===== src/design/rmh_pkg.sv =====
`default_nettype none

package rmh_pkg;

  // ---------------------------------------------------------------
  // Timing
  // ---------------------------------------------------------------
  localparam int unsigned CLK_KHZ     = 125000;
  localparam int unsigned WD_STEP_MS  = 100;
  localparam int unsigned WD_STEP_CYC = WD_STEP_MS * CLK_KHZ;

  // ---------------------------------------------------------------
  // Register byte offsets
  // ---------------------------------------------------------------
  localparam logic [7:0] A_CFG  = 8'h00;
  localparam logic [7:0] A_CHEN = 8'h04;
  localparam logic [7:0] A_ARG  = 8'h08;
  localparam logic [7:0] A_ARG2 = 8'h0C;
  localparam logic [7:0] A_CMD  = 8'h10;
  localparam logic [7:0] A_RESP = 8'h14;
  localparam logic [7:0] A_NLO  = 8'h18;
  localparam logic [7:0] A_NHI  = 8'h1C;
  localparam logic [7:0] A_FW   = 8'h20;
  localparam logic [7:0] A_TYPE = 8'h24;
  localparam logic [7:0] A_MBD0 = 8'h28;
  localparam logic [7:0] A_MBD5 = 8'h3C;

  // ---------------------------------------------------------------
  // Fields and reset values
  // ---------------------------------------------------------------
  localparam int unsigned CFG_SIX   = 8;
  localparam int unsigned CFG_PAR   = 9;
  localparam int unsigned CAL_ZERO  = 0;
  localparam int unsigned CAL_SPAN  = 1;
  localparam int unsigned CAL_INT   = 2;
  localparam int unsigned CAL_DFLT  = 3;
  localparam logic [7:0]  CHEN_RST  = 8'hFF;
  localparam logic [7:0]  TYPE_RST  = 8'h20;
  localparam logic [7:0]  WD_TO_RST = 8'h0A;
  localparam logic [2:0]  NCH3      = 3'h3;
  localparam logic [2:0]  NCH6      = 3'h6;
  localparam logic [7:0]  NAME_MAX  = 8'h06;

  // ---------------------------------------------------------------
  // Reply codes
  // ---------------------------------------------------------------
  localparam logic [7:0] PROT_ASCII  = 8'h10;
  localparam logic [7:0] PROT_MB     = 8'h11;
  localparam logic [7:0] MB_FC       = 8'h04;
  localparam logic [7:0] MB_FC_ERR   = 8'h84;
  localparam logic [7:0] EXC_START   = 8'h02;
  localparam logic [7:0] EXC_SPAN    = 8'h03;
  localparam logic [7:0] MB_ADDR_MAX = 8'hF7;

  typedef enum logic [4:0] {
    OP_TYPE_RD = 5'h01, OP_DIAG    = 5'h02, OP_FW_RD   = 5'h03,
    OP_NAME_RD = 5'h04, OP_NAME_WR = 5'h05, OP_PROT_RD = 5'h06,
    OP_PROT_WR = 5'h07, OP_CAL_INT = 5'h08, OP_CAL_DEF = 5'h09,
    OP_CAL_EN  = 5'h0A, OP_ZERO    = 5'h0B, OP_SPAN    = 5'h0C,
    OP_HOST_OK = 5'h0D, OP_WD_STAT = 5'h0E, OP_WD_CLR  = 5'h0F,
    OP_WD_RD   = 5'h10, OP_WD_WR   = 5'h11, OP_MB_RD   = 5'h12
  } rmh_op_t;

  typedef struct packed {
    logic [7:0] p1;
    logic [7:0] p0;
    logic [7:0] tgt;
    logic [2:0] rsv;
    logic [4:0] op;
  } rmh_cmd_t;

  typedef struct packed {
    logic [15:0] pay;
    logic [7:0]  addr;
    logic [3:0]  rsv;
    logic        silent;
    logic        nack;
    logic        ack;
    logic        done;
  } rmh_resp_t;

  typedef struct packed {
    logic        ack;
    logic [31:0] dat;
    logic [7:0]  own;
    logic        six;
    logic        par;
    logic [7:0]  chen;
    logic [31:0] arg;
    logic [15:0] arg2;
    rmh_resp_t   resp;
    logic [47:0] name;
    logic [47:0] types;
    logic        cal_en;
    logic        prot;
    logic        mode_mb;
    logic [1:0]  boot;
    logic [1:0]  init_s;
    logic        wd_en;
    logic [7:0]  wd_to;
    logic [7:0]  wd_cnt;
    logic        wd_flag;
    logic        led;
    logic [3:0]  cal;
    logic [95:0] mbd;
  } rmh_st_t;

  typedef struct packed {
    logic [31:0] cnt;
    logic        tick;
  } rmh_tick_t;

endpackage

`default_nettype wire


===== src/design/rmh_cmd.sv =====
// Our own choices: the Wishbone register port and the address map.
`timescale 1ns/1ps
`default_nettype none

// Notes on behaviour
// RL1: Type read: channel in range, else refuse
// RL2: Answer only commands addressed to us
// RL3: Diag bit set: enabled and faulty
// RL4: Firmware read returns version, ack
// RL5: Name read returns stored name
// RL6: Name set, at most six characters
// RL7: Protocol read: 10 ASCII, 11 Modbus
// RL8: Protocol set takes effect next reset
// RL9: S0 runs internal calibration, acks; the code refuses it unless the CFG par bit is set
// RL10: S1 restores factory calibration, acks; the code refuses it unless the CFG par bit is set
// RL11: Calibration enable flag one or zero
// RL12: Zero/span refused unless calibration enabled
// RL13: Host alive: silent, restart watchdog
// RL14: Status 00/04, plus 10 when enabled
// RL15: Timeout flag persists, cleared only explicitly
// RL16: Timeout count in 0.1 s steps
// RL17: Timeout set: enable plus count 01..FF
// RL18: Expiry sets flag, LED flashes until cleared
// RL19: Expiry disables watchdog, keeps count
// RL20: Default Modbus; init pin low forces ASCII
// RL21: Function 04 slave address 1..247
// RL22: Host keeps count and span legal
// RL23: Bad read: 0x84 with code 02/03
// RL24: Good read: count twice N, data ordered
// RL25: Enable mask gates the diagnostic bits

module rmh_cmd #(
  parameter int unsigned STEP_CYC   = rmh_pkg::WD_STEP_CYC,
  parameter logic [31:0] FW_VERSION = 32'h0001_0001  // Arbitrary value
) (
  input  wire logic        clk_i,
  input  wire logic        rst_i,
  input  wire logic        wb_cyc_i,
  input  wire logic        wb_stb_i,
  input  wire logic        wb_we_i,
  input  wire logic [7:0]  wb_adr_i,
  input  wire logic [3:0]  wb_sel_i,
  input  wire logic [31:0] wb_dat_i,
  output var  logic [31:0] wb_dat_o,
  output var  logic        wb_ack_o,
  input  wire logic [5:0]  fault_i,
  input  wire logic [95:0] chan_data_i,
  input  wire logic        init_n_i,
  input  wire logic        nv_prot_i,
  input  wire logic        nv_wdflag_i,
  output var  logic        nv_prot_o,
  output var  logic        nv_wdflag_o,
  output var  logic        modbus_mode_o,
  output var  logic        led_o,
  output var  logic [3:0]  cal_req_o
);

  if (STEP_CYC < 2) begin : g_chk
    $error("rmh_cmd: STEP_CYC below 2");
  end

  // ---------------------------------------------------------------
  // State and helpers
  // ---------------------------------------------------------------
  rmh_pkg::rmh_st_t   st_r;
  rmh_pkg::rmh_st_t   st_nxt;
  rmh_pkg::rmh_cmd_t  cmd;
  rmh_pkg::rmh_resp_t rsp;
  logic               tick;
  logic               req;
  logic               wr;
  logic               wr_cmd;
  logic               to_me;
  logic               ok;
  logic               host_ok;
  logic               expire;
  logic [2:0]         nch;
  logic [7:0]         diag_mask;
  logic [15:0]        mb_start;
  logic [15:0]        mb_cnt;
  logic [16:0]        mb_end;
  logic [3:0]         idx;
  logic [8:0]         wd_nx;
  logic [31:0]        rd;
  logic [31:0]        mrg;
  logic [31:0]        mrg_en;

  function automatic logic [31:0] merge(input logic [31:0] o,
                                        input logic [31:0] w,
                                        input logic [3:0]  s);
    for (int b = 0; b < 4; b++) begin
      merge[8*b +: 8] = s[b] ? w[8*b +: 8] : o[8*b +: 8];
    end
  endfunction

  rmh_tick #(
    .CYC (STEP_CYC)
  ) u_tick (
    .clk_i  (clk_i),
    .rst_i  (rst_i),
    .tick_o (tick)
  );

  assign req    = wb_cyc_i & wb_stb_i & ~st_r.ack;
  assign wr     = wb_cyc_i & wb_stb_i & wb_we_i & st_r.ack;
  assign wr_cmd = wr & (wb_adr_i == rmh_pkg::A_CMD);
  assign cmd    = rmh_pkg::rmh_cmd_t'(wb_dat_i);
  assign to_me  = (cmd.tgt == st_r.own); // RL2
  assign nch    = st_r.six ? rmh_pkg::NCH6 : rmh_pkg::NCH3;
  assign diag_mask = {2'b00, fault_i & st_r.chen[5:0]} // RL3 RL25
                   & (st_r.six ? 8'h3F : 8'h07);
  assign mb_start = st_r.arg[15:0];
  assign mb_cnt   = st_r.arg[31:16];
  assign mb_end   = {1'b0, mb_start} + {1'b0, mb_cnt};
  assign wd_nx    = {1'b0, st_r.wd_cnt} + 9'h001;

  // ---------------------------------------------------------------
  // Read mux
  // ---------------------------------------------------------------
  always_comb begin
    rd = 32'h0000_0000;
    case (wb_adr_i)
      rmh_pkg::A_CFG:  rd = {22'h00_0000, st_r.par, st_r.six, st_r.own};
      rmh_pkg::A_CHEN: rd = {24'h00_0000, st_r.chen};
      rmh_pkg::A_ARG:  rd = st_r.arg;
      rmh_pkg::A_ARG2: rd = {16'h0000, st_r.arg2};
      rmh_pkg::A_RESP: rd = st_r.resp;
      rmh_pkg::A_NLO:  rd = st_r.name[31:0]; // RL5
      rmh_pkg::A_NHI:  rd = {16'h0000, st_r.name[47:32]};
      rmh_pkg::A_FW:   rd = FW_VERSION; // RL4
      default: begin
        if (wb_adr_i >= rmh_pkg::A_MBD0 && wb_adr_i <= rmh_pkg::A_MBD5) begin
          rd = {16'h0000, st_r.mbd[16*((wb_adr_i - rmh_pkg::A_MBD0) >> 2) +: 16]};
        end
      end
    endcase
  end

  // ---------------------------------------------------------------
  // Next state
  // ---------------------------------------------------------------
  always_comb begin
    st_nxt     = st_r;
    st_nxt.cal = 4'h0;
    st_nxt.ack = req;
    if (req) st_nxt.dat = rd;
    rsp     = '0;
    ok      = 1'b1;
    host_ok = 1'b0;
    expire  = 1'b0;
    idx     = 4'h0;
    mrg     = merge({22'h00_0000, st_r.par, st_r.six, st_r.own}, wb_dat_i, wb_sel_i);
    mrg_en  = merge({24'h00_0000, st_r.chen}, wb_dat_i, wb_sel_i);

    // Strap catch after reset; stored protocol only read here
    st_nxt.init_s = {st_r.init_s[0], init_n_i};
    if (st_r.boot != 2'h3) st_nxt.boot = st_r.boot + 2'h1;
    if (st_r.boot == 2'h0) begin
      st_nxt.prot    = nv_prot_i;
      st_nxt.wd_flag = nv_wdflag_i; // RL15
    end
    if (st_r.boot == 2'h2) st_nxt.mode_mb = st_r.init_s[1] & st_r.prot; // RL20 RL8

    // Watchdog in 0.1 s steps
    if (tick) begin
      st_nxt.led = st_r.wd_flag & ~st_r.led; // RL18
      if (st_r.wd_en) begin
        if (wd_nx >= {1'b0, st_r.wd_to}) begin
          expire = 1'b1; // RL16
        end else begin
          st_nxt.wd_cnt = wd_nx[7:0];
        end
      end
    end
    if (!st_r.wd_flag) st_nxt.led = 1'b0; // RL18

    // Plain register writes
    if (wr) begin
      case (wb_adr_i)
        rmh_pkg::A_CFG: begin
          st_nxt.own = mrg[7:0];
          st_nxt.six = mrg[rmh_pkg::CFG_SIX];
          st_nxt.par = mrg[rmh_pkg::CFG_PAR];
        end
        rmh_pkg::A_CHEN: st_nxt.chen = mrg_en[7:0]; // RL25
        rmh_pkg::A_ARG:  st_nxt.arg  = merge(st_r.arg, wb_dat_i, wb_sel_i);
        rmh_pkg::A_ARG2: st_nxt.arg2 = wb_dat_i[15:0];
        rmh_pkg::A_TYPE: begin
          if (wb_dat_i[2:0] < rmh_pkg::NCH6) st_nxt.types[8*wb_dat_i[2:0] +: 8] = wb_dat_i[15:8];
        end
        default: ;
      endcase
    end

    // Command execution
    if (wr_cmd) begin
      rsp.done = 1'b1;
      rsp.addr = st_r.own;
      if (cmd.op == rmh_pkg::OP_HOST_OK) begin
        rsp.silent = 1'b1; // RL13
        host_ok    = 1'b1;
        st_nxt.wd_cnt = 8'h00;
      end else if (cmd.op == rmh_pkg::OP_MB_RD) begin
        if (cmd.tgt == 8'h00 || cmd.tgt > rmh_pkg::MB_ADDR_MAX || !to_me) begin
          rsp.silent = 1'b1; // RL21
        end else if (mb_start >= {13'h0000, nch}) begin
          rsp.nack = 1'b1;
          rsp.pay  = {rmh_pkg::MB_FC_ERR, rmh_pkg::EXC_START}; // RL23
        end else if (mb_cnt == 16'h0000 || mb_cnt > 16'h0006
                     || mb_end > {14'h0000, nch}) begin // RL22
          rsp.nack = 1'b1;
          rsp.pay  = {rmh_pkg::MB_FC_ERR, rmh_pkg::EXC_SPAN}; // RL23
        end else begin
          rsp.ack = 1'b1;
          rsp.pay = {rmh_pkg::MB_FC, mb_cnt[6:0], 1'b0}; // RL24
          for (int i = 0; i < 6; i++) begin
            idx = mb_start[3:0] + 4'(i);
            st_nxt.mbd[16*i +: 16] = 16'h0000;
            if (4'(i) < mb_cnt[3:0] && idx < 4'h6) begin
              st_nxt.mbd[16*i +: 16] = chan_data_i[16*idx +: 16]; // RL24
            end
          end
        end
      end else if (!to_me) begin
        rsp.silent = 1'b1; // RL2
      end else begin
        case (cmd.op)
          rmh_pkg::OP_TYPE_RD: begin
            ok = cmd.p0 < {5'h00, nch}; // RL1
            rsp.pay = {cmd.p0, st_r.types[8*cmd.p0[2:0] +: 8]};
          end
          rmh_pkg::OP_DIAG:    rsp.pay = {8'h00, diag_mask}; // RL3
          rmh_pkg::OP_FW_RD:   ok = 1'b1; // RL4
          rmh_pkg::OP_NAME_RD: ok = 1'b1; // RL5
          rmh_pkg::OP_NAME_WR: begin
            ok = cmd.p0 != 8'h00 && cmd.p0 <= rmh_pkg::NAME_MAX; // RL6
            if (ok) st_nxt.name = {st_r.arg2, st_r.arg};
          end
          rmh_pkg::OP_PROT_RD: rsp.pay = {8'h00, st_r.prot ? rmh_pkg::PROT_MB
                                                          : rmh_pkg::PROT_ASCII}; // RL7
          rmh_pkg::OP_PROT_WR: begin
            ok = cmd.p0 <= 8'h01; // RL8
            if (ok) st_nxt.prot = cmd.p0[0];
          end
          rmh_pkg::OP_CAL_INT: begin
            ok = st_r.par; // RL9
            st_nxt.cal[rmh_pkg::CAL_INT] = ok;
          end
          rmh_pkg::OP_CAL_DEF: begin
            ok = st_r.par; // RL10
            st_nxt.cal[rmh_pkg::CAL_DFLT] = ok;
          end
          rmh_pkg::OP_CAL_EN: begin
            ok = cmd.p0 <= 8'h01; // RL11
            if (ok) st_nxt.cal_en = cmd.p0[0];
          end
          rmh_pkg::OP_ZERO, rmh_pkg::OP_SPAN: begin
            ok = st_r.cal_en && cmd.p0 < {5'h00, nch}; // RL12
            st_nxt.cal[rmh_pkg::CAL_ZERO] = ok && cmd.op == rmh_pkg::OP_ZERO;
            st_nxt.cal[rmh_pkg::CAL_SPAN] = ok && cmd.op == rmh_pkg::OP_SPAN;
          end
          rmh_pkg::OP_WD_STAT: rsp.pay = {11'h000, st_r.wd_en, 1'b0, // RL14
                                          st_r.wd_flag, 2'b00};
          rmh_pkg::OP_WD_CLR:  st_nxt.wd_flag = 1'b0; // RL15
          rmh_pkg::OP_WD_RD:   rsp.pay = {7'h00, st_r.wd_en, st_r.wd_to}; // RL16
          rmh_pkg::OP_WD_WR: begin
            ok = cmd.p0 <= 8'h01 && cmd.p1 != 8'h00; // RL17
            if (ok) begin
              st_nxt.wd_en  = cmd.p0[0];
              st_nxt.wd_to  = cmd.p1;
              st_nxt.wd_cnt = 8'h00;
            end
          end
          default: ok = 1'b0;
        endcase
        rsp.ack  = ok;
        rsp.nack = ~ok;
        if (!ok) rsp.pay = 16'h0000;
      end
      st_nxt.resp = rsp;
    end

    // Expiry last so a clear in the same cycle loses
    if (expire && !host_ok) begin
      st_nxt.wd_flag = 1'b1; // RL18
      st_nxt.wd_en   = 1'b0; // RL19
      st_nxt.wd_cnt  = 8'h00;
    end
  end

  always_ff @(posedge clk_i) begin
    if (rst_i) begin
      st_r       <= '0;
      st_r.chen  <= rmh_pkg::CHEN_RST;
      st_r.types <= {6{rmh_pkg::TYPE_RST}};
      st_r.wd_to <= rmh_pkg::WD_TO_RST;
      st_r.boot  <= 2'h0;
    end else begin
      st_r <= st_nxt;
    end
  end

  assign wb_dat_o      = st_r.dat;
  assign wb_ack_o      = st_r.ack;
  assign nv_prot_o     = st_r.prot;
  assign nv_wdflag_o   = st_r.wd_flag;
  assign modbus_mode_o = st_r.mode_mb;
  assign led_o         = st_r.led;
  assign cal_req_o     = st_r.cal;
endmodule // rmh_cmd

`default_nettype wire


===== src/design/rmh_tick.sv =====
`timescale 1ns/1ps
`default_nettype none

module rmh_tick #(
  parameter int unsigned CYC = rmh_pkg::WD_STEP_CYC
) (
  input  wire logic clk_i,
  input  wire logic rst_i,
  output var  logic tick_o
);

  rmh_pkg::rmh_tick_t st_r;
  rmh_pkg::rmh_tick_t st_nxt;

  if (CYC < 2) begin : g_chk
    $error("rmh_tick: CYC below 2");
  end

  always_comb begin
    st_nxt      = st_r;
    st_nxt.tick = 1'b0;
    if (st_r.cnt == CYC - 1) begin
      st_nxt.cnt  = 32'h0000_0000;
      st_nxt.tick = 1'b1;
    end else begin
      st_nxt.cnt = st_r.cnt + 32'h0000_0001;
    end
  end

  always_ff @(posedge clk_i) begin
    if (rst_i) begin
      st_r <= '0;
    end else begin
      st_r <= st_nxt;
    end
  end

  assign tick_o = st_r.tick;

endmodule // rmh_tick

`default_nettype wire


===== config.mk =====
export PLATFORM = sky130hd
export DESIGN_NAME = rmh_cmd
export DESIGN_NICKNAME = d
export VERILOG_FILES = /design/src/design/rmh_pkg.sv /design/src/design/rmh_cmd.sv /design/src/design/rmh_tick.sv
export SDC_FILE = /design/constraint.sdc
export NUM_CORES = 1
export LEC_CHECK = 0
export ABC_AREA = 1
export BUFFER_PORTS_ARGS = -buffer_cell sky130_fd_sc_hd__clkbuf_2
export CAP_MARGIN = 0
export CORE_ASPECT_RATIO = 0.7
export CORE_MARGIN = 4
export CORE_UTILIZATION = 40
export CTS_CLUSTER_DIAMETER = 60
export DETAILED_ROUTE_END_ITERATION = 10
export GPL_TIMING_DRIVEN = 0
export HOLD_SLACK_MARGIN = 0.15
export PLACE_DENSITY_LB_ADDON = 0.25
export SYNTH_ARGS = -nofsm -noshare
export SYNTH_HDL_FRONTEND = slang
export SYNTH_SLANG_ARGS = --single-unit

===== constraint.sdc =====
create_clock -name clk_i -period 5.15 [get_ports clk_i]
set_input_delay 0.515 -clock clk_i [delete_from_list [all_inputs] [get_ports clk_i]]
set_output_delay 0.515 -clock clk_i [all_outputs]
set_load 0.02 [all_outputs]

Word-level counts from Yosys, hierarchy flattened:

Cells that the tools add are included.

* register bits: 382
* input port bits: 154
* output and inout port bits: 41
* word-level logic and storage cells: 243

* $add $sub $neg: 11
* order comparisons: 23
* equal/unequal tests: 31
* shift-type cells: 10
* muxes and demuxes: 62
* bitwise operators: 23
* reduce and logical (&&, ||, !) cells: 48

Operators with widths (count)
* indexed part select 96 x 9 -> 16 bit: 6
* case mux 32 bit (8 select lines): 1
* two-way mux 16 bit: 14
* indexed part select 96 x 33 -> 16 bit: 1
* case mux 16 bit (5 select lines): 1
* bitwise mux 48 bit: 1
* variable shift 8 x 34 -> 48 bit (first input constant): 1
* indexed part select 48 x 7 -> 8 bit: 1
* indexed part select 8 x 34 -> 48 bit: 1
* equality test 5 x 4 -> 1 bit (second input constant): 8
* two-way mux 18 bit: 2
* two-way mux 17 bit: 2
* negator 6 -> 34 bit: 1
* adder 32 x 1 -> 32 bit (second input constant): 1
* equality test 32 x 24 -> 1 bit (second input constant): 1
* equality test 8 x 5 -> 1 bit (second input constant): 4
* two-way mux 8 bit: 4
* two-way mux 1 bit: 29
* less-than comparator 4 x 3 -> 1 bit (second input constant): 6
* AND reduction 3 bit: 8
* AND reduction 6 bit: 4
* equality test 5 x 3 -> 1 bit (second input constant): 4
* OR reduction 6 bit: 3
* adder 16 x 16 -> 17 bit: 1
* other kinds (47): 103

Longest topological paths before layout:

Gate-level depths: netlist of run 1.

* depth after elaboration: 12
* gate-level depth with buffers: 20
* mapped depth without buffers: 19

Hierarchy:

Synthesis of run 1 repeated with hierarchy kept, for this count alone.

* cells, all modules: 3512
* area, all modules: 22940.8 µm²

Modules (own cells, without submodules)
* rmh_cmd: times used 1, cells an instance 3204, area an instance 20966.4 µm², seq. area each 6986.7 µm²
* rmh_tick: times used 1, cells an instance 308, area an instance 1974.4 µm², seq. area each 660.6 µm²

Least setup slack after synthesis of run 1:

OpenSTA, ideal clock, no wires.

* kind: reg-to-reg
* start: reg st_r, in the netlist mb_start[1]
* end: reg st_r[66] (netlist name)
* library setup time: 0.113 ns
* arrival: 3.277 ns
* required time: 5.037 ns
* setup slack: 1.760 ns
* cell stages (with the launch flop): 21
* path buffers: 4
* clock period less this slack: 3.390 ns
* cells stage by stage: dfxtp_1 -> clkbuf_1 -> clkinv_1 -> clkbuf_1 -> fa_1 -> xnor2_1 -> ha_1 -> nand2_1 -> nor2_1 -> o22ai_1 -> nand3_1 -> nor2_1 -> nand4_1 -> nor2_1 -> nand4_2 -> nor2_4 -> buf_6 -> inv_2 -> buf_6 -> nor2_1 -> nor2_1

* cells in the longest elaborated chain, start to end: 5
* elaborated cells between the ends (all ways): 12
* those cells by class: add/sub (2); order compare (3); shift (1); mux (1); bitwise (2); reduce/logical (3)

Ends and longest elaborated chain
* from (decl): RTL line rmh_cmd.sv:65 `rmh_pkg::rmh_st_t st_r;`
* from (signal assigned): RTL line rmh_cmd.sv:299 `st_r <= st_nxt;`
* adder 16 x 16 -> 17 bit: RTL line rmh_cmd.sv:114 `assign mb_end = {1'b0, mb_start} + {1'b0, mb_cnt};`
* > comparator 17 x 3 -> 1 bit: RTL line rmh_cmd.sv:210 `|| mb_end > {14'h0000, nch}) begin`
* logical OR 1 bit: RTL line rmh_cmd.sv:210
* inverter 1 bit (no line)
* AND reduction 6 bit (no line)

Parallel ways exist; a longest one is shown, timed or not.
A chain may end at the register's enable or synchronous reset.

Final worst setup path of run 1:

* start: reg st_r, in the netlist mb_start[1]
* end: reg st_r[41] (netlist name)

The elaborated chain is that of the path after synthesis.

==> flow_metrics.tcl, run 1 <==
set metrics [dict create \
    placed_cell_area_sq_um 24700 \
    cp-start-kind "flip-flop" \
    skew_ns 0.0265 \
    postCtsSetupBuffers 0 \
    timing.final.crit_share 0.947 \
    max_freq_mhz 205 \
    drc 0 \
    postLayoutCellArea_sq_um 26100 \
    hold_violations 0 \
    maxSlewHeadroom 0.177 \
    port_buffers 186 \
    die_w_microns 294 \
    cts_sinks 382 \
    via_count 25794 \
    num-nets-final 3973 \
    worst_setup_path_end_kind "flip-flop" \
    root_buffer "clkbuf_16" \
    num_rows 73 \
    grt_pass1_vias 23056 \
    worstPathCellList "clkbuf_1, clkinv_1, clkbuf_2, fa_1, xnor2_1, ha_1, nand2_1, nor2_1, o22ai_1, nand3_1, nor2_1, nand4_1, nor2_1, nand4_2, nor2_4, buf_6, buf_6, nand2_1, nand2_1, nor2_1" \
    synth-async-reset-ratio 0 \
    htreeDepth 2 \
    synth_fp_nets 3744 \
    cts_hold_buf 0 \
    io_pins 195 \
    hold_path.class "input pin to flip-flop" \
    avgSynthCellArea_sq_um 6.46 \
    postSynthCellCount 3542 \
    initial_core_util 0.403 \
    outcome "completed" \
    area_growth_pct 14.2 \
    yosys_warnings 0 \
    dieArea_sq_um 61100 \
    cap_violations 0 \
    syn_area_sq_um 22900 \
    viasPerCell 5.67 \
    vdd_ir_drop_max_mv 0.279 \
    power_density_nw_per_um2 254 \
    finalSetupTns_ns 0 \
    synth_edf_count 0 \
    p_leak_nw 10.8 \
    drive_above_1_share 0.0994 \
    gp_congestion 1.07 \
    drt-initial-drc-count 3910 \
    gr-total-overflow 0 \
    grt_first_pass_wirelength_mm 150 \
    critPathMostFrequentCell "nor2_1" \
    synthDistinctLibCells 54 \
    drt_wl_total_mm 103 \
    final_common_cell "nand2_1" \
    worstPathRequired_ns 5.60 \
    synthFlopType "dfxtp_1" \
    grt_max_degree 14 \
    slowest_stage "fa_1" \
    drv_slew 0 \
    core-area_sq_um 56700 \
    hpwlAfterDp_mm 83.7 \
    n_antenna_cell 0 \
    rsz0062_at_grt "false" \
    ys_seq_elements 382 \
    wl_per_cell_microns 22.6 \
    clock_latency_ns 0.56 \
    cp_max_fo 12 \
    crit_arrival_ns 5.33 \
    antenna_left 0 \
    cts_tree "built" \
    numCtsBuffers 41 \
    antenna_found_initial 4 \
    clkTransAtPathRegs_ns 0.06 \
    dr.pass1.iters 5 \
    post_cts_resized 0 \
    layout_common_cells "nand2_1 (835), nor2_1 (494), dfxtp_1 (382), o21ai_0 (375), inv_1 (339)" \
    fp.dieH_microns 208 \
    cts_buffer_depth 3 \
    critPathMaxStageDelay_ns 0.55 \
    yosysSeqAreaShare 0.334 \
    worstMarginPinSlew_ns 1.22 \
    final.fill_count 6037 \
    min_period_ns 4.88 \
    setup_viol 0 \
    crit_type "flip-flop to flip-flop" \
    grt_use_total 0.324 \
]
==> registers in the layout, indices dropped and copies added, names as in the netlist <==
signal / flops
wb_ack_o: 1
st_r: 275
wb_dat_o: 32
mb_start: 16
mb_cnt: 16
led_o: 1
st_nxt: 1
u_tick.st_r: 32
modbus_mode_o: 1
nv_prot_o: 1
cal_req_o: 4
u_tick.tick_o: 1
nv_wdflag_o: 1
==> cells by family (layout without fill, tap and decap cells) <==
logic type      Yosys count  after routing  share of synthesized area
fa+ha+maj                48             48                     0.0266
buf+inv                 590            851                      0.111
flops                   382            382                      0.334
xor+xnor                 28             28                     0.0115
simple gates           1572           1572                      0.278
mux                      31             31                     0.0136
compound gates          891            891                      0.225
==> layout make-up <==
type                            count  area, sq um  share of cell area
Buffer                            235         1210              0.0465
Clock buffer                       64         1270              0.0487
Clock inverter                     11          110             0.00421
Inverter                          355         1330              0.0510
Multi-Input combinational cell   2570        12700               0.485
Sequential cell                   382         7650               0.293
Tap cell                          750          938              0.0359
Timing Repair Buffer              186          931              0.0356
==> worst max-delay path, delay by kind of cell, from the launching register on <==
family	cells	cell delay, ns
XOR/XNOR	1	0.22
buffers and inverters	5	1.46
AND/OR/NAND/NOR	11	1.59
flip-flops	1	0.53
adder cells (fa/ha/maj)	2	0.81
AO/OA/AOI/OAI	1	0.17
==> Yosys cell counts (all sizes together) (46+ instances only) <==
| master | instances | share of area |
|---|---|---|
| nand2 | 836 | 0.14 |
| nor2 | 501 | 0.084 |
| dfxtp | 382 | 0.33 |
| o21ai | 375 | 0.082 |
| inv | 347 | 0.057 |
| a21oi | 290 | 0.064 |
| clkbuf | 149 | 0.024 |
| nand3 | 134 | 0.029 |
| buf | 86 | 0.029 |
| o211ai | 65 | 0.021 |
| ha | 47 | 0.026 |
| a211oi | 46 | 0.019 |
==> metal layers <==
metal | global-route usage | share of wire | routed length [microns] | vias to the layer above
met5 | 0.00787 | 0.00081 | 84 | -
met4 | 0.0485 | 0.014 | 1440 | 6
met3 | 0.123 | 0.15 | 15900 | 107
met2 | 0.398 | 0.35 | 36400 | 1523
met1 | 0.522 | 0.48 | 49300 | 12027
li1 | - | - | - | 12131
==> through the flow <==
stage	std cells	total power [mW]	hold slack, ns	util	setup slack [ns]
6_report	4553	6.63	0.205	0.461	0.273
5_1_grt	4553	6.78	0.211	0.461	0.0462
4_1_cts	4553	6.62	0.187	0.461	0.380
3_5_place_dp	4478	3.59	0.422	0.436	0.392
3_3_place_gp	4478	3.59	0.430	0.436	0.383
2_1_floorplan	3542	3.32	0.388	-	1.76
==> where the power goes <==
part,switching (mW),total [mW],internal [mW]
Sequential,0.00778,2.97,2.96
Combinational,0.433,0.587,0.154
Clock,1.31,3.07,1.76
==> worst paths after layout <==
| kind | endpoint | slack (ns) | from | depth (start not counted) |
|---|---|---|---|---|
| max | st_r[41] | 0.27 | mb_start[1] | 20 |
| min | st_nxt[120] | 0.20 | init_n_i | 3 |
| max reg2reg | st_r[41] | 0.27 | mb_start[1] | 20 |
| min reg2reg | st_r[120] | 0.44 | st_nxt[120] | 2 |
Note: power is estimated with default switching activity, not from simulation.
==> inputs of run 2 (changes only) <==
--- a/config.mk
+++ b/config.mk
@@ -6,13 +6,13 @@
 export NUM_CORES = 1
 export LEC_CHECK = 0
 export ABC_AREA = 1
-export BUFFER_PORTS_ARGS = -buffer_cell sky130_fd_sc_hd__clkbuf_2
 export CAP_MARGIN = 0
 export CORE_ASPECT_RATIO = 0.7
 export CORE_MARGIN = 4
 export CORE_UTILIZATION = 40
 export CTS_CLUSTER_DIAMETER = 60
 export DETAILED_ROUTE_END_ITERATION = 10
+export DONT_BUFFER_PORTS = 1
 export GPL_TIMING_DRIVEN = 0
 export HOLD_SLACK_MARGIN = 0.15
 export PLACE_DENSITY_LB_ADDON = 0.25
==> run 2 against run 1 <==
Compared with the run above:
- clock skew fell by 0.0045 ns
- via count is 2.1% lower
- combinational power is 14% lower
- global-route usage is 0.12 points lower
- count of clock-buffer cells in the layout shrank 11
- critical endpoint is now st_r[44]
- largest power group is now registers
==> flow_metrics.tcl, run 2 (synthesis gave the netlist of run 1 again) <==
set metrics [dict create \
    crit_type "flip-flop to flip-flop" \
    whs_ns 0.169 \
    initial_core_util 0.403 \
    viasPerCell 5.76 \
    grt_first_pass_wirelength_mm 149 \
    drv_slew 0 \
    maxSlewHeadroom 0.121 \
    die_w_microns 294 \
    hold_path_depth 2 \
    port_buffers 0 \
    hpwlAfterDp_mm 82.7 \
    cts_tree "built" \
    outcome "completed" \
    clock_latency_ns 0.56 \
    clkTransAtPathRegs_ns 0.07 \
    max_freq_mhz 209 \
    worstMarginPinSlew_ns 1.30 \
    grt.busiest_layer "met1" \
    timing.final.crit_share 0.930 \
    multi_input_area_sq_um 12700 \
    dieArea_sq_um 61100 \
    area_growth_pct 10.7 \
    num_rows 73 \
    antenna_found_initial 2 \
    final_common_cell "nand2_1" \
    rrSetupSlack_ns 0.36 \
    finalSetupTns_ns 0 \
    hold_path.class "input pin to flip-flop" \
    startpoint "mb_start[1]" \
    r2r_cells 20 \
    largest_register_ffs 275 \
    cts_buffer_depth 3 \
    via_count 25254 \
    dp.cells 4292 \
    vdd_ir_drop_max_mv 0.214 \
    antenna_left 0 \
    drc 0 \
    rsz0062_at_grt "false" \
    setup_viol 0 \
    numCtsBuffers 39 \
    layout_common_cells "nand2_1 (835), nor2_1 (494), dfxtp_1 (382), o21ai_0 (375), inv_1 (339)" \
    fp.dieH_microns 208 \
    p_leak_nw 10.0 \
    core-area_sq_um 56700 \
    cap_violations 0 \
    worst_setup_path_end_kind "flip-flop" \
    min_period_ns 4.79 \
    gp_congestion 1.07 \
    dr.pass1.iters 6 \
    drt-initial-drc-count 3713 \
    grt_max_degree 15 \
    postCtsSetupBuffers 0 \
    drt_wl_total_mm 103 \
    grt_pass1_vias 22449 \
    min_from "wb_dat_i[14]" \
    final.fill_count 6031 \
    cts_sinks 382 \
    gr-total-overflow 0 \
    cp_max_fo 12 \
    use_met2 0.400 \
    power_density_nw_per_um2 253 \
    regMostFlops "st_r" \
    grt_use_total 0.323 \
    gr-usage-met3 0.125 \
    cp-start-kind "flip-flop" \
    skew_ns 0.0221 \
    root_buffer "clkbuf_16" \
    crit_arrival_ns 5.23 \
    wl_per_cell_microns 23.5 \
    reg2reg_from "mb_start[1]" \
    hold_violations 0 \
    htreeDepth 2 \
    worstPathRequired_ns 5.59 \
    regArea_sq_um 7650 \
    drive_above_1_share 0.0525 \
    num-nets-final 3807 \
    gr-usage-met1 0.515 \
    io_pins 195 \
    instances_no_fill 4387 \
]
-- run 2: cell count changes in the layout (fill, tap and decap cells not counted), sizes merged --
cell         before  now
clkbuf          399  202
diode             0    2
dlygate4sd3       0   22
bufinv            1    2
clkinv           15   19
clkinvlp          1    4
inv             349  348
-- run 2: critical path, cell delays in order, from the launching register on --
cell and delay (ns):
dfxtp_1 0.53, clkbuf_2 0.31, clkinv_1 0.26, clkbuf_2 0.35, fa_1 0.55, xnor2_1 0.23, ha_1 0.26, nand2_1 0.11
nor2_1 0.07, o22ai_1 0.14, nand3_1 0.15, nor2_1 0.13, nand4_1 0.09, nor2_1 0.22, nand4_2 0.27, nor2_4 0.20
buf_6 0.22, buf_6 0.15, nand2_1 0.24, nand2_1 0.15, nor2_1 0.05
-- run 2: metal layers --
layer / up-vias / routed length [microns]
li1: 11779 / -
met1: 11878 / 48700
met2: 1475 / 36600
met3: 122 / 15700
met4: 0 / 1880
met5: - / 0
-- run 2: path summary, 6_finish.rpt --
path | end
worst max register to register | st_r[44]
worst min-delay path | st_r[156]
worst min register to register | st_r[120]
worst max-delay path | st_r[44]
-- run 2: area by class of cell --
type	instances	area share
diodes	2	0.000198
plain buffers	235	0.0480
clock buffers	53	0.0442
clock inverters	18	0.00652
inverters	355	0.0526
multi-input cells	2570	0.501
flip-flops and latches	382	0.302
well taps	750	0.0371
repair buffers	22	0.00869
-- run 2: power by group --
part	leakage (nW)	internal, mW	switching [mW]	total, mW
combinational	6.32	0.125	0.382	0.506
clock	0.630	1.64	1.29	2.93
sequential	3.08	2.96	0.0124	2.98
total	10.0	4.72	1.69	6.41
-- run 2: what timing repair did --
item	4_1_cts	5_1_grt
setup endpoints to repair	0	46
endpoints found under the hold margin	40	0
resized for setup	0	5
hold buffers	22	0
-- run 2: through the flow --
step | power, mW | instance area (sq um) | setup slack [ns] | utilization
floorplan | 3.32 | 22900 | 1.76 | -
global placement | 3.50 | 23800 | 0.280 | 0.420
detailed placement | 3.50 | 23800 | 0.249 | 0.420
CTS | 6.39 | 25300 | 0.209 | 0.446
global route | 6.57 | 25300 | 0.183 | 0.446
finish | 6.41 | 25300 | 0.362 | 0.447
